### config.mk
export PLATFORM = sky130hd
export DESIGN_NAME = bsr_supervisor_regs
export DESIGN_NICKNAME = d
export VERILOG_FILES = /design/src/rtl/bsr_pkg.sv /design/src/rtl/bsr_supervisor_regs.sv /design/src/rtl/bsr_text_cursor.sv
export VERILOG_INCLUDE_DIRS = /design/src /design/src/rtl
export SDC_FILE = /design/constraint.sdc
export NUM_CORES = 2
export LEC_CHECK = 0
export BUFFER_PORTS_ARGS = -buffer_cell sky130_fd_sc_hd__buf_2
export CAP_MARGIN = 20
export CELL_PAD_IN_SITES_DETAIL_PLACEMENT = 0
export CELL_PAD_IN_SITES_GLOBAL_PLACEMENT = 1
export CORE_AREA = 2 2 556 558
export CTS_CLUSTER_SIZE = 28
export DETAILED_ROUTE_END_ITERATION = 12
export DIE_AREA = 0 0 558 560
export GPL_TIMING_DRIVEN = 0
export PLACE_DENSITY = 0.42
export SKIP_CTS_REPAIR_TIMING = 1
export SLEW_MARGIN = 15
export SYNTH_ARGS = -nofsm -noshare
export SYNTH_HDL_FRONTEND = slang
export SYNTH_SLANG_ARGS = --single-unit
### constraint.sdc
create_clock -name clk -period 3.65 [get_ports clk]
set_input_delay 0.365 -clock clk [delete_from_list [all_inputs] [get_ports clk]]
set_output_delay 0.365 -clock clk [all_outputs]
set_load 0.01 [all_outputs]
### src/rtl/bsr_params.svh
// offsets, field positions, command codes and reset values of the supervisor banks
// assumes inclusion by bare name from the design files
`ifndef BSR_PARAMS_SVH
`define BSR_PARAMS_SVH

// mailbox command codes; low two bits pick the bank
`define BSR_CMD_ABORT 8'h00
`define BSR_CMD_WR_GRP 6'h04
`define BSR_CMD_RD_GRP 6'h08
`define BSR_BANK_CFG 2'h0
`define BSR_BANK_DIAG 2'h1
`define BSR_BANK_TC 2'h2
`define BSR_BANK_SUP 2'h3

// configuration bank
`define BSR_ADDR_PORT_CTRL 8'h40
`define BSR_ADDR_POLICY 8'h42
`define BSR_ADDR_BUTTON 8'h43
`define BSR_ADDR_TXT_SERIAL 8'h50
`define BSR_ADDR_TXT_PRODUCT_TYPE_TEXT 8'h51
`define BSR_ADDR_TXT_BUILD 8'h52
`define BSR_ADDR_EXP_LO 8'h70
`define BSR_ADDR_EXP_HI 8'h71
`define BSR_PORT_CTRL_RST 4'h0
`define BSR_POLICY_REG_RST 8'h10
`define BSR_BUTTON_RST 8'h12
`define BSR_PORT_B_DIS_BIT 3
`define BSR_PORT_A_DIS_BIT 2
`define BSR_PORT_B_PWR_BIT 1
`define BSR_PORT_A_PWR_BIT 0
`define BSR_WIPE_BIT 5
`define BSR_POLICY_LSB 3
`define BSR_BTN_LAMP 4'h1
`define BSR_BTN_POWER 4'h2
`define BSR_POLICY_KEEP 2'h1
`define BSR_POLICY_RSVD 2'h3
`define BSR_EXP_ABSENT 16'hFFFF

// health bank word offsets, in slot order
`define BSR_DIAG_COUNT 14
`define BSR_DIAG_OFFS {8'hE4, 8'hE0, 8'hDC, 8'hD8, 8'hD4, 8'hD0, 8'h6C, \
	8'h34, 8'h18, 8'h14, 8'h10, 8'h0C, 8'h04, 8'h00}

// time-code and supply banks
`define BSR_ADDR_TC_FIRST 8'h00
`define BSR_TC_GOOD_BIT 31
`define BSR_ADDR_SUP1_STATE 8'h00
`define BSR_ADDR_SUP1_PROD 8'h34
`define BSR_ADDR_SUP1_SER 8'h35
`define BSR_ADDR_SUP2_STATE 8'h80
`define BSR_ADDR_SUP2_PROD 8'hB4
`define BSR_ADDR_SUP2_SER 8'hB5

`endif

### src/rtl/bsr_pkg.sv
// types shared by the supervisor register banks
// assumes the params header for all numeric constants
package bsr_pkg;

	// mailbox state, codes as shown to the host
	typedef enum logic [1:0]
	{
		BSR_IDLE = 2'b00,
		BSR_WRITE = 2'b01,
		BSR_READ = 2'b10,
		BSR_ERROR = 2'b11
	} bsr_state_t;

	// one host write into the mailbox
	typedef struct packed
	{
		logic isCmd;
		logic [7:0] data;
	} bsr_host_wr_t;

	// decoded time message from the time-code receiver
	typedef struct packed
	{
		logic good;
		logic [6:0] hundredths;
		logic [25:0] secMinHour;
		logic [17:0] days;
		logic [26:0] control;
		logic [17:0] binarySec;
	} bsr_timecode_t;

endpackage

### src/rtl/bsr_supervisor_regs.sv
// supervisor register banks reached through the host command mailbox
// assumes host strobes on clk; supply pins are asynchronous; other inputs are on clk
//
// Overview of operation
// - port control bits 3/2 disable serial port b/a when set.
// - port control bits 1/0 switch port b/a +5 V supply on.
// - bit 5 requests firmware settings wipe at next restart.
// - policy bits 4-3: stay off, keep running, power once, reserved.
// - policy writable only if a button is power or lamp test, else keep running.
// - bits 7-4 indicator button, 3-0 recessed button; disabled, lamp, power, reset.
// - strings return one byte per read, zero ends and rewinds.
// - serial text at 0x50, product_type_text text 0x51, build option text 0x52.
// - expansion code low 0x70, high 0x71; absent reads 0xffff.
// - health values are 32-bit little-endian from the listed address.
// - reading the lowest byte captures the upper three bytes.
// - temperatures in millikelvin, rails in millivolts; core 0x00, 12 V 0x34.
// - watchdog event word non-zero after expiry since sleep or reset.
// - excess current word is a bitmask, video 0x1 to internal usb 0x10.
// - reading time-code word 0x00 captures all time-code words.
// - bit 31 of each time-code word shows a good decode.
// - seconds word packs stream bits into 25-17, 16-8, 7-0.
// - day word has hundredths in 30-24 and stream bits in 17-0.
// - control word packs stream bits into 26-18, 17-9, 8-0.
// - binary seconds word packs stream bits into 17-9, 8-0.
// - supply state: healthy bit 1, fitted bit 0; at 0x00 and 0x80.
// - supply strings read zero at end or when supply not fitted.
// - host sends read command, then address; byte returns in output buffer.
`timescale 1ns/1ns
`include "bsr_params.svh"
module bsr_supervisor_regs #(
	parameter int TEXT_LEN = 16
) (
	input wire logic clk,
	input wire logic sys_rst,
	input wire logic hostWrite,
	input wire bsr_pkg::bsr_host_wr_t hostWr,
	input wire logic hostReadOut,
	output logic [7:0] outByte_r,
	output logic outFull_r,
	output logic inFull_r,
	output logic lastWasCmd_r,
	output bsr_pkg::bsr_state_t mailboxState_r,
	output logic portBDisable_r,
	output logic portADisable_r,
	output logic portBSupplyOn_r,
	output logic portASupplyOn_r,
	output logic firmwareSettingsWipe_r,
	output logic [1:0] processorPowerPolicy_r,
	output logic [3:0] indicatorButtonFunction_r,
	output logic [3:0] recessedButtonFunction_r,
	input wire logic [2:0][TEXT_LEN*8-1:0] unitText,
	input wire logic [3:0][TEXT_LEN*8-1:0] supplyText,
	input wire logic [3:0] supplyPin,
	input wire logic [15:0] expansionCode,
	input wire logic expansionFitted,
	input wire logic [11:0][31:0] healthSample,
	input wire logic watchdogExpired,
	input wire logic sleepEntered,
	input wire logic [4:0] excessCurrent,
	input wire bsr_pkg::bsr_timecode_t timecode
);
	localparam int NDIAG = `BSR_DIAG_COUNT;
	localparam logic [NDIAG*8-1:0] DIAG_OFFS = `BSR_DIAG_OFFS;

	bsr_pkg::bsr_host_wr_t inReq_r;
	logic haveAddr_r;
	logic [1:0] bank_r;
	logic [7:0] addr_r;
	logic proceed;
	logic doRead;
	logic doWrite;
	logic [7:0] readByte;
	logic policyWritable;
	logic watchdogFlag_r;
	logic [3:0] supplyA_r;
	logic [3:0] supplyB_r;
	logic [3:0] supplyC_r;
	logic [3:0] supplyState_r;
	logic [NDIAG-1:0][31:0] diagLive;
	logic [NDIAG-1:0][23:0] diagHeld_r;
	logic [3:0][31:0] tcLive;
	logic [3:0][31:0] tcHeld_r;
	logic [6:0] textTake;
	logic [6:0][7:0] textByte;
	logic [6:0] textFitted;
	logic diagHit;
	logic [3:0] diagIdx;

	// mailbox work happens only once the output buffer is free
	assign proceed = inFull_r && !outFull_r;
	assign doRead = proceed && !inReq_r.isCmd && mailboxState_r == bsr_pkg::BSR_READ;
	assign doWrite = proceed && !inReq_r.isCmd && mailboxState_r == bsr_pkg::BSR_WRITE
		&& haveAddr_r && bank_r == `BSR_BANK_CFG;

	// input buffer; a second write before service overwrites the first
	always_ff @(posedge clk)
	begin
		if (sys_rst)
		begin
			inReq_r <= '0;
			inFull_r <= 1'b0;
			lastWasCmd_r <= 1'b0;
		end
		else if (hostWrite)
		begin
			inReq_r <= hostWr;
			inFull_r <= 1'b1;
			lastWasCmd_r <= hostWr.isCmd;
		end
		else if (proceed)
			inFull_r <= 1'b0;
	end

	// command and address sequencing
	always_ff @(posedge clk)
	begin
		if (sys_rst)
		begin
			mailboxState_r <= bsr_pkg::BSR_IDLE;
			bank_r <= `BSR_BANK_CFG;
			haveAddr_r <= 1'b0;
			addr_r <= 8'h00;
		end
		else if (proceed && inReq_r.isCmd)
		begin
			haveAddr_r <= 1'b0;
			bank_r <= inReq_r.data[1:0];
			if (inReq_r.data == `BSR_CMD_ABORT)
				mailboxState_r <= bsr_pkg::BSR_IDLE;
			else if (mailboxState_r == bsr_pkg::BSR_ERROR)
				mailboxState_r <= bsr_pkg::BSR_ERROR;
			else if (inReq_r.data[7:2] == `BSR_CMD_WR_GRP)
				mailboxState_r <= bsr_pkg::BSR_WRITE;
			else if (inReq_r.data[7:2] == `BSR_CMD_RD_GRP)
				mailboxState_r <= bsr_pkg::BSR_READ;
			else
				mailboxState_r <= bsr_pkg::BSR_ERROR;
		end
		else if (proceed)
		begin
			unique case (mailboxState_r)
				bsr_pkg::BSR_IDLE: mailboxState_r <= bsr_pkg::BSR_ERROR;
				bsr_pkg::BSR_ERROR: mailboxState_r <= bsr_pkg::BSR_ERROR;
				bsr_pkg::BSR_READ: mailboxState_r <= bsr_pkg::BSR_IDLE;
				bsr_pkg::BSR_WRITE:
				begin
					haveAddr_r <= 1'b1;
					addr_r <= inReq_r.data;
					if (haveAddr_r)
						mailboxState_r <= bsr_pkg::BSR_IDLE;
				end
			endcase
		end
	end

	// output buffer; the host read clears, a new answer sets and wins
	always_ff @(posedge clk)
	begin
		if (sys_rst)
		begin
			outByte_r <= 8'h00;
			outFull_r <= 1'b0;
		end
		else if (doRead)
		begin
			outByte_r <= readByte;
			outFull_r <= 1'b1;
		end
		else if (hostReadOut)
			outFull_r <= 1'b0;
	end

	// a button on power or lamp test unlocks the policy field
	assign policyWritable = indicatorButtonFunction_r == `BSR_BTN_LAMP
		|| indicatorButtonFunction_r == `BSR_BTN_POWER
		|| recessedButtonFunction_r == `BSR_BTN_LAMP
		|| recessedButtonFunction_r == `BSR_BTN_POWER;

	// configuration writes
	always_ff @(posedge clk)
	begin
		if (sys_rst)
		begin
			{portBDisable_r, portADisable_r, portBSupplyOn_r, portASupplyOn_r}
				<= `BSR_PORT_CTRL_RST;
			firmwareSettingsWipe_r <= 1'(`BSR_POLICY_REG_RST >> `BSR_WIPE_BIT);
			processorPowerPolicy_r <= 2'(`BSR_POLICY_REG_RST >> `BSR_POLICY_LSB);
			{indicatorButtonFunction_r, recessedButtonFunction_r} <= `BSR_BUTTON_RST;
		end
		else
		begin
			if (doWrite && addr_r == `BSR_ADDR_PORT_CTRL)
			begin
				portBDisable_r <= inReq_r.data[`BSR_PORT_B_DIS_BIT];
				portADisable_r <= inReq_r.data[`BSR_PORT_A_DIS_BIT];
				portBSupplyOn_r <= inReq_r.data[`BSR_PORT_B_PWR_BIT];
				portASupplyOn_r <= inReq_r.data[`BSR_PORT_A_PWR_BIT];
			end
			if (doWrite && addr_r == `BSR_ADDR_POLICY)
				firmwareSettingsWipe_r <= inReq_r.data[`BSR_WIPE_BIT];
			// reserved policy code is dropped, not stored
			if (!policyWritable)
				processorPowerPolicy_r <= `BSR_POLICY_KEEP;
			else if (doWrite && addr_r == `BSR_ADDR_POLICY
				&& inReq_r.data[`BSR_POLICY_LSB +: 2] != `BSR_POLICY_RSVD)
				processorPowerPolicy_r <= inReq_r.data[`BSR_POLICY_LSB +: 2];
			if (doWrite && addr_r == `BSR_ADDR_BUTTON)
				{indicatorButtonFunction_r, recessedButtonFunction_r}
					<= inReq_r.data;
		end
	end

	// supply pins: three stages, accept once stages two and three agree
	always_ff @(posedge clk)
	begin
		if (sys_rst)
		begin
			supplyA_r <= 4'h0;
			supplyB_r <= 4'h0;
			supplyC_r <= 4'h0;
			supplyState_r <= 4'h0;
		end
		else
		begin
			supplyA_r <= supplyPin;
			supplyB_r <= supplyA_r;
			supplyC_r <= supplyB_r;
			for (int i = 0; i < 4; i++)
				if (supplyB_r[i] == supplyC_r[i])
					supplyState_r[i] <= supplyC_r[i];
		end
	end

	// sticky watchdog event; a new expiry wins over the sleep clear
	always_ff @(posedge clk)
	begin
		if (sys_rst)
			watchdogFlag_r <= 1'b0;
		else if (watchdogExpired)
			watchdogFlag_r <= 1'b1;
		else if (sleepEntered)
			watchdogFlag_r <= 1'b0;
	end

	// live health words; units are those of the sensor feed
	assign diagLive[11:0] = healthSample;
	assign diagLive[12] = {31'h0, watchdogFlag_r};
	assign diagLive[13] = {27'h0, excessCurrent};

	// live time-code words, reserved bits zero
	assign tcLive[0] = {timecode.good, 5'h0, timecode.secMinHour};
	assign tcLive[1] = {timecode.good, timecode.hundredths, 6'h0, timecode.days};
	assign tcLive[2] = {timecode.good, 4'h0, timecode.control};
	assign tcLive[3] = {timecode.good, 13'h0, timecode.binarySec};

	// health word lookup by word-aligned address
	always_comb
	begin
		diagHit = 1'b0;
		diagIdx = 4'h0;
		for (int i = 0; i < NDIAG; i++)
			if (DIAG_OFFS[i*8 +: 8] == {inReq_r.data[7:2], 2'b00})
			begin
				diagHit = 1'b1;
				diagIdx = 4'(i);
			end
	end

	// reading byte 0 freezes bytes 1-3 of that word only
	always_ff @(posedge clk)
	begin
		if (sys_rst)
			diagHeld_r <= '0;
		else if (doRead && bank_r == `BSR_BANK_DIAG && diagHit && inReq_r.data[1:0] == 2'h0)
			diagHeld_r[diagIdx] <= diagLive[diagIdx][31:8];
	end

	// reading the first time-code byte freezes all four words
	always_ff @(posedge clk)
	begin
		if (sys_rst)
			tcHeld_r <= '0;
		else if (doRead && bank_r == `BSR_BANK_TC && inReq_r.data == `BSR_ADDR_TC_FIRST)
			tcHeld_r <= tcLive;
	end

	// string cursors: three unit strings, then the four supply strings
	assign textFitted = {supplyState_r[2], supplyState_r[2],
		supplyState_r[0], supplyState_r[0], 3'b111};
	genvar g;
	generate
		for (g = 0; g < 7; g++)
		begin : gText
			bsr_text_cursor #(.LEN(TEXT_LEN)) uCursor (
				.clk(clk),
				.sys_rst(sys_rst),
				.text(g < 3 ? unitText[g % 3] : supplyText[(g + 1) % 4]), // both arms in range
				.fitted(textFitted[g]),
				.take(textTake[g]),
				.curByte(textByte[g])
			);
		end
	endgenerate

	// read decode; unmapped addresses answer zero
	always_comb
	begin
		readByte = 8'h00;
		textTake = 7'h00;
		unique case (bank_r)
			`BSR_BANK_CFG:
				unique case (inReq_r.data)
					`BSR_ADDR_PORT_CTRL: readByte = {4'h0, portBDisable_r, portADisable_r,
						portBSupplyOn_r, portASupplyOn_r};
					`BSR_ADDR_POLICY: readByte = {2'h0, firmwareSettingsWipe_r,
						processorPowerPolicy_r, 3'h0};
					`BSR_ADDR_BUTTON: readByte = {indicatorButtonFunction_r,
						recessedButtonFunction_r};
					`BSR_ADDR_TXT_SERIAL, `BSR_ADDR_TXT_PRODUCT_TYPE_TEXT, `BSR_ADDR_TXT_BUILD:
					begin
						readByte = textByte[inReq_r.data[1:0]];
						textTake[inReq_r.data[1:0]] = doRead;
					end
					`BSR_ADDR_EXP_LO: readByte = expansionFitted
						? expansionCode[7:0] : 8'(`BSR_EXP_ABSENT);
					`BSR_ADDR_EXP_HI: readByte = expansionFitted
						? expansionCode[15:8] : 8'(`BSR_EXP_ABSENT >> 8);
					default: readByte = 8'h00;
				endcase
			`BSR_BANK_DIAG:
				if (diagHit)
					readByte = inReq_r.data[1:0] == 2'h0 ? diagLive[diagIdx][7:0]
						: diagHeld_r[diagIdx][(inReq_r.data[1:0] - 2'h1)*8 +: 8];
			`BSR_BANK_TC:
				if (inReq_r.data[7:4] == 4'h0)
					readByte = inReq_r.data == `BSR_ADDR_TC_FIRST ? tcLive[0][7:0]
						: tcHeld_r[inReq_r.data[3:2]][inReq_r.data[1:0]*8 +: 8];
			`BSR_BANK_SUP:
				unique case (inReq_r.data)
					`BSR_ADDR_SUP1_STATE: readByte = {6'h0, supplyState_r[1:0]};
					`BSR_ADDR_SUP2_STATE: readByte = {6'h0, supplyState_r[3:2]};
					`BSR_ADDR_SUP1_PROD, `BSR_ADDR_SUP1_SER,
					`BSR_ADDR_SUP2_PROD, `BSR_ADDR_SUP2_SER:
					begin
						readByte = textByte[{1'b1, inReq_r.data[7], inReq_r.data[0]} - 3'h1];
						textTake[{1'b1, inReq_r.data[7], inReq_r.data[0]} - 3'h1] = doRead;
					end
					default: readByte = 8'h00;
				endcase
		endcase
	end
endmodule // bsr_supervisor_regs

### src/rtl/bsr_text_cursor.sv
// byte-at-a-time reader of one zero-terminated ascii string
// assumes the text is stable while read; byte 0 is the first character
`timescale 1ns/1ns
module bsr_text_cursor #(
	parameter int LEN = 16
) (
	input wire logic clk,
	input wire logic sys_rst,
	input wire logic [LEN*8-1:0] text,
	input wire logic fitted,
	input wire logic take,
	output logic [7:0] curByte
);
	localparam int PW = $clog2(LEN + 1);
	logic [PW-1:0] ptr_r;

	// an absent source reads as zero; a string with no terminator reads zero after its last byte
	always_comb
	begin
		curByte = 8'h00;
		if (fitted && ptr_r < PW'(LEN))
			curByte = text[ptr_r*8 +: 8];
	end

	// zero byte rewinds the pointer
	always_ff @(posedge clk)
	begin
		if (sys_rst)
			ptr_r <= '0;
		else if (take)
			ptr_r <= (curByte == 8'h00) ? '0 : ptr_r + PW'(1);
	end
endmodule // bsr_text_cursor

# --- After elaboration in Yosys (flattened, before gate mapping) ---
# Cells that the tools add are included.
op_classes:
  add_sub_neg: 9
  n_lt_le_gt_ge: 14
  eq_ne: 48
  shift: 9
  n_mux: 86
  n_bitwise: 3
  n_reduce_logical: 52
ops:
  columns: ["cell", "count"]
  rows:
  - ["variable part select 128 x 9 -> 8 bit", 7]
  - ["bitwise mux 336 bit", 1]
  - ["binary-select mux 32 bit (select 4 bit)", 1]
  - ["two-way mux 8 bit", 15]
  - ["binary-select mux 24 bit (select 4 bit)", 1]
  - ["demux 24 bit (select 4 bit)", 1]
  - ["equality test 8 x 7 -> 1 bit, second input constant", 11]
  - ["binary-select mux 32 bit (select 2 bit)", 1]
  - ["logical NOT 8 bit", 8]
  - ["two-way mux 32 bit", 2]
  - ["two-way mux 24 bit", 2]
  - ["two-way mux 4 bit", 12]
  - ["case mux 8 bit (6 select lines)", 1]
  - ["equality test 6 bit, first input constant", 6]
  - ["adder 5 x 1 -> 5 bit, second input constant", 7]
  - ["less-than comparator 5 bit, second input constant", 7]
  - ["two-way mux 5 bit", 7]
  - ["variable part select 24 x 33 -> 8 bit", 1]
  - ["case mux 8 bit (4 select lines)", 1]
  - ["variable part select 32 x 6 -> 8 bit", 1]
  - ["binary-select mux 8 bit (select 3 bit)", 1]
  - ["equality test 8 bit, second input constant", 3]
  - ["two-way mux 1 bit", 24]
  - ["case mux 8 bit (3 select lines)", 1]
  - ["47 further kinds", 99]
word_totals:
  ff_bits: 535
  word_cells: 271

# --- Logic depth before layout (Yosys ltp) ---
depth:
  ltp_word: 20
  mapped_depth: 13
  depth_no_buf: 10

# --- Hierarchy ---
# Synthesis repeated with hierarchy kept, for this count alone.
hier_totals:
  hier_cells: 3932
  area_unflattened_um2: 35152.5
modules_own_cells:
  columns: ["mod", "n_inst", "cells_per_inst", "area_per_inst_um2"]
  rows:
  - ["bsr_supervisor_regs", 1, 3085, 25062.8]
  - ["bsr_text_cursor", 7, 121, 1441.4]

# --- Least setup slack after synthesis ---
# OpenSTA, ideal clock, no wires.
synth_path:
  path_type: "reg2reg"
  from: "register inReq_r[0] (netlist name)"
  to: "register outByte_r[1]"
  t_arrival_ns: 3.477
  path_slack_ns: 0.052
  path_stages_with_launch: 13
  n_path_buf: 3
  synth_period_minus_slack_ns: 3.598
  cell_sequence: "dfxtp_1 > clkinv_1 > clkbuf_1 > buf_1 > ha_1 > clkbuf_1 > nor3_1 > nor3_2 > o41ai_2 > a31oi_1 > a311o_1 > nor3_1 > a21oi_1"
synth_via:
  elab_chain_len: 5
  elab_cells_between_ends: 32
  classes_between: "add/sub: 2; eq/ne: 13; shift: 2; mux: 11; reduce/logical: 4"
synth_lines:
  columns: ["item", "line", "source"]
  rows:
  - ["start: declaration", "bsr_supervisor_regs.sv:65", "bsr_pkg::bsr_host_wr_t inReq_r;"]
  - ["start signal: assignment", "bsr_supervisor_regs.sv:106", "inReq_r <= hostWr;"]
  - ["subtractor 2 x 1 -> 3 bit or subtractor 3 x 1 -> 3 bit (tied branches)", "bsr_supervisor_regs.sv:333, bsr_supervisor_regs.sv:345", null]
  - ["variable part select 24 x 33 -> 8 bit or binary-select mux 8 bit (select 3 bit) (tied branches)", "bsr_supervisor_regs.sv:333, bsr_supervisor_regs.sv:345", null]
  - ["two-way mux 8 bit, on equally long branches", "bsr_supervisor_regs.sv:332, bsr_supervisor_regs.sv:345", null]
  - ["two-way mux 8 bit or case mux 8 bit (3 select lines) (tied branches)", "bsr_supervisor_regs.sv:331, bsr_supervisor_regs.sv:339", null]
  - ["case mux 8 bit (4 select lines) *", "bsr_supervisor_regs.sv:310", "unique case (bank_r)"]
  - ["end signal: assignment", "bsr_supervisor_regs.sv:166", "outByte_r <= readByte;"]
  - ["end: declaration", "bsr_supervisor_regs.sv:38", "output logic [7:0] outByte_r,"]
# Mark *: on every way between the ends. The rest lies on a longest branch, timed or not. The select of a mux whose other input is x is not followed.
# A chain may end at the register's enable or synchronous reset.

# --- Worst setup path after layout ---
layout_path:
  from: "register inReq_r[5] (netlist name)"
  to: "register outByte_r[6]"
layout_via:
  elab_chain_len: 20
  elab_cells_between_ends: 70
  classes_between: "eq/ne: 26; shift: 1; mux: 38; reduce/logical: 5"
layout_lines:
  columns: ["item", "line", "source"]
  rows:
  - ["equality test 1 x 6 -> 1 bit", "bsr_supervisor_regs.sv:262", "if (DIAG_OFFS[i*8 +: 8] == {inReq_r.data[7:2], 2'b00})"]
  - ["two-way mux 1 bit", "bsr_supervisor_regs.sv:262", null]
  - ["two-way mux 4 bit (12 in series)", "bsr_supervisor_regs.sv:262", null]
  - ["binary-select mux 24 bit (select 4 bit)", "bsr_supervisor_regs.sv:333", ": diagHeld_r[diagIdx][(inReq_r.data[1:0] - 2'h1)*8 +: 8];"]
  - ["two-way mux 24 bit (implied by the code)", "bsr_supervisor_regs.sv:333", null]
  - ["variable part select 24 x 33 -> 8 bit", "bsr_supervisor_regs.sv:333", null]
  - ["two-way mux 8 bit", "bsr_supervisor_regs.sv:332", "readByte = inReq_r.data[1:0] == 2'h0 ? diagLive[diagIdx][7:0]"]
  - ["two-way mux 8 bit", "bsr_supervisor_regs.sv:331", "if (diagHit)"]
  - ["case mux 8 bit (4 select lines) *", "bsr_supervisor_regs.sv:310", null]
# Marks and branches as above.

==> metrics.md <==
| Metric | Value |
|---|---|
| DIE WIDTH | 558 um |
| Worst R2R Start | inReq_r[5] |
| Die area | approximately 0.31 mm2 |
| Input/output buffers | 1,444 |
| Worst Setup SP | inReq_r[5] |
| Routed wire length | 344,000 um |
| Grt met2 use | 0.364 |
| Core Area | 0.307 mm2 |
| Seq cells post-synth | 532 |
| Highest clock rate | approximately 260 MHz |
| Net Sw Frac | 0.323 |
| I/O pin count | 1,446 |
| Max-cap violations | 0 |
| DRC viols | 0 |
| H-tree levels | 3 |
| Setup Skew | 0.0460 ns |
| Internal Pwr Total | about 0.012 W |
| Num Clock Sinks | roughly 530 |
| Met1 usage | 0.255 |
| Crit-path max FO | 10 |
| Layout area overhead | 56.2% |
| CP Capture Type | register |
| Clk pwr share | 0.453 |
| Slew headroom | 0.155 |
| WS Path Type | reg2reg |
| Leakage | slightly below 20 nW |
| CTS buffer count | 74 |
| Avg Cell Area, Syn | ~9 um2 |
| Share of post-route cells with drive strength above 1 | 0.435 |
| # rows | ~200 |
| R2R Setup Slk | -0.15 ns |
| Die Span Y | between 500 and 600 um |
| Peak supply drop | between 300 and 400 uV |
| Sequential share of the synthesized area | 0.316 |
| CP peak stage delay | 0.50 ns |
| Post-synth EDFFs | 0 |
| Startpoint type of the worst setup path | register |
| Period utilization | 1.04 |
| Unique masters post-synth | 102 |
| Sw power | 0.00568 W |
| GP Congestion | 0.983 |
| Hold path cells | 4 |
| Worst Hold End | watchdogFlag_r |
| Worst hold start | sleepEntered |
| Cell Chain, Critical Path | buf_6, buf_6, nor4b_4, nand2_4, clkbuf_4, clkbuf_4, a21oi_1, a2111oi_1, clkdlybuf4s18_2, o22ai_1, nor4_4, nor4_2, o32ai_1 |
| Top Usage Layer GRT | met2 |
| Via density | around 4.3 |
| Least-Margin Pin Slew | 1.27 ns |
| Antenna Nets Post-Route | 0 |
| Total power | 0.0176 W |
| Worst setup margin | -0.150 ns |
| DR vias | between 40,000 and 50,000 |
| Unrepaired setup endpoints after global routing | yes |
| Nets@finish | 6,892 |
| Starting Density | 0.110 |
| Global-route wire length before repair | 431,000 um |
| Vias in the first global route | 41,000 |
| Initial antenna violation count | 172 |
| Critical path required time | 4.24 ns |
| Reg power frac | 0.333 |
| DR WL/cell | roughly 35 um |
| Fill count | about 35,000 |
| Ys flop type | dfxtp_1 |
| CTS root buffer | clkbuf_16 |
| Post-Syn Area | 0.0337 mm2 |
| Net count after synthesis | 5,197 |
| Pre-CTS setup slack | -3.11 ns |
| Skew-Pair Late Insertion Delay | 0.75 ns |
| Async SR Flop Fraction | 0 |
| Synth warn | 0 |
| Final Max Tran Viols | 0 |
| Worst R2R Path Depth | 13 |
| Hold Crit Class | in2reg |
| Post-synthesis cell count | ~3,800 |
| Status | finished, violations left |
| Gr usage total | 0.211 |
| Final hold vios | 0 |
| Iteration-0 DRC Markers | 4,003 |
| Bufs on Longest Clock Path | 3 |
| Reg-to-Reg End | outByte_r[6] |
| CP Data Arrival Time | 4.39 ns |
| Gr ovfl total | 0 |
| Worst-path clk slew | about 0.060 ns |
| TritonCTS clock tree | yes |
| M3 GR Usage | 0.0446 |
| Power share of the combinational group | 0.214 |
| Final setup viols | 23 |
| Violated checks | setup timing |
| Pwr/cell area | 334 mW/mm2 |
| Critical path's slowest cell | nor4b_4 |
| Post-layout min period | 3.80 ns |
| Pre-Repair DR Iteration Count | 9 |
| Final HPWL DP | 297,000 um |
| Largest net degree at the start of global routing | 15 |
-- routing by layer --
metal	vias up	share of wire	wire, um
met2	2240	0.48	167000
met1	21000	0.40	138000
met4	58	0.045	15500
met5	-	0.0012	400
met3	494	0.067	23100
li1	17900	-	-
-- worst max path at each step --
| stage | end | slack, ns | depth (start not counted) |
|---|---|---|---|
| 2_1_floorplan | outByte_r[1] | 0.05 | 12 |
| 3_3_place_gp | outByte_r[0] | -5.14 | 10 |
| 3_5_place_dp | outByte_r[0] | -3.11 | 13 |
| 4_1_cts | outByte_r[0] | -3.13 | 13 |
| 5_1_grt | diagHeld_r[170] | -0.18 | 13 |
| 6_report | outByte_r[6] | -0.15 | 13 |
-- state kept, by name, summed over array words and instances, names as in the netlist, 4 cells and up --
signal	flops
diagHeld_r	336
tcHeld_r	97
gText.uCursor.ptr_r	35
inReq_r	9
addr_r	8
outByte_r	8
indicatorButtonFunction_r	4
recessedButtonFunction_r	4
supplyA_r	4
supplyB_r	4
supplyC_r	4
supplyState_r	4
-- layout make-up --
cell class	instances	area, um2	share of cell area
antenna	97	243	0.00461
buffer	402	2440	0.0463
clock buffer	103	2140	0.0407
clock inverter	33	445	0.00847
inverter	36	146	0.00278
multi-input combinational	2779	22300	0.423
sequential	532	10700	0.203
tap	4120	5150	0.0980
timing repair buffer	1626	9130	0.174
-- synthesized netlist by cell type (40+ instances only) --
master,count,area share
a21oi_1,350,0.052
nor2b_1,40,0.0074
nand2_1,365,0.041
and2_1,58,0.011
dfxtp_1,532,0.32
clkbuf_1,176,0.020
a211oi_1,303,0.068
o22ai_1,76,0.014
nor2_1,532,0.059
mux2i_1,95,0.028
nor3_1,43,0.0064
a222oi_1,75,0.022
mux4_2,254,0.17
buf_2,168,0.025
-- kinds of logic (layout without fill, tap and decap cells) --
logic type	after synthesis	count (layout)	share of synthesized area
DFF	532	532	0.316
other	0	97	0
buffers and inverters	445	2200	0.0612
adders and majority gates	23	23	0.00854
xor gates and xnor gates	28	28	0.00728
and+or+nand+nor	1205	1205	0.160
AOI/OAI and AO/OA	1157	1157	0.243
muxes	366	366	0.204
-- power groups by stage --
stage,clock network (W),registers [W],logic [W]
2_1_floorplan,0,0.00597,0.00113
5_1_grt,0.00835,0.00585,0.00390
4_1_cts,0.00814,0.00585,0.00341
3_3_place_gp,0,0.00598,0.00333
3_5_place_dp,0,0.00598,0.00339
6_report,0.00796,0.00585,0.00376
-- placed cells by master, fill, tap and decap left out, types with 16 or more instances in the layout --
master         count
mux2i_1           88
o31a_1            29
buf_8             20
a22oi_1           21
nand2_1          358
o22ai_1           72
o41ai_1           17
a222oi_1          75
clkbuf_4          49
clkbuf_2          50
a211oi_1         300
clkbuf_16         75
o21ai_0           29
ha_1              21
dlygate4sd3_1    106
xor2_1            20
buf_6             50
nor3_1            16
nor2b_1           38
clkbuf_1         119
inv_1             32
buf_2           1556
nand2b_1          22
a2111oi_0         25
o31ai_1           16
a21oi_1          333
diode_2           97
nor2_1           528
clkbuf_8          16
mux4_2           254
nand3_1           25
mux2_2            16
nor3_4            22
buf_4             60
nand4_1           23
dfxtp_1          528
and2_1            58
-- metrics by stage --
stage	instances	cell area, um2	hold slack, ns	TNS, ns	utilization
floorplan	3756	33700	0.414	0	-
global placement	9320	46100	0.430	-1428.14	0.150
detailed placement	9353	46700	0.429	-916.73	0.152
finish	9728	52600	0.00582	-1.14	0.171
global route	9698	52500	-0.00227	-2.05	0.171
CTS	9489	49200	-0.185	-923.91	0.160
-- worst max-delay path: cells and delay by family (launching register included) --
kind	cells	cell delay (ns)
flip-flops	1	0.34
buffers and inverters	5	1.19
AO/OA/AOI/OAI	4	0.86
AND/OR/NAND/NOR	4	1.25
Power figures use the tool's default switching activity.
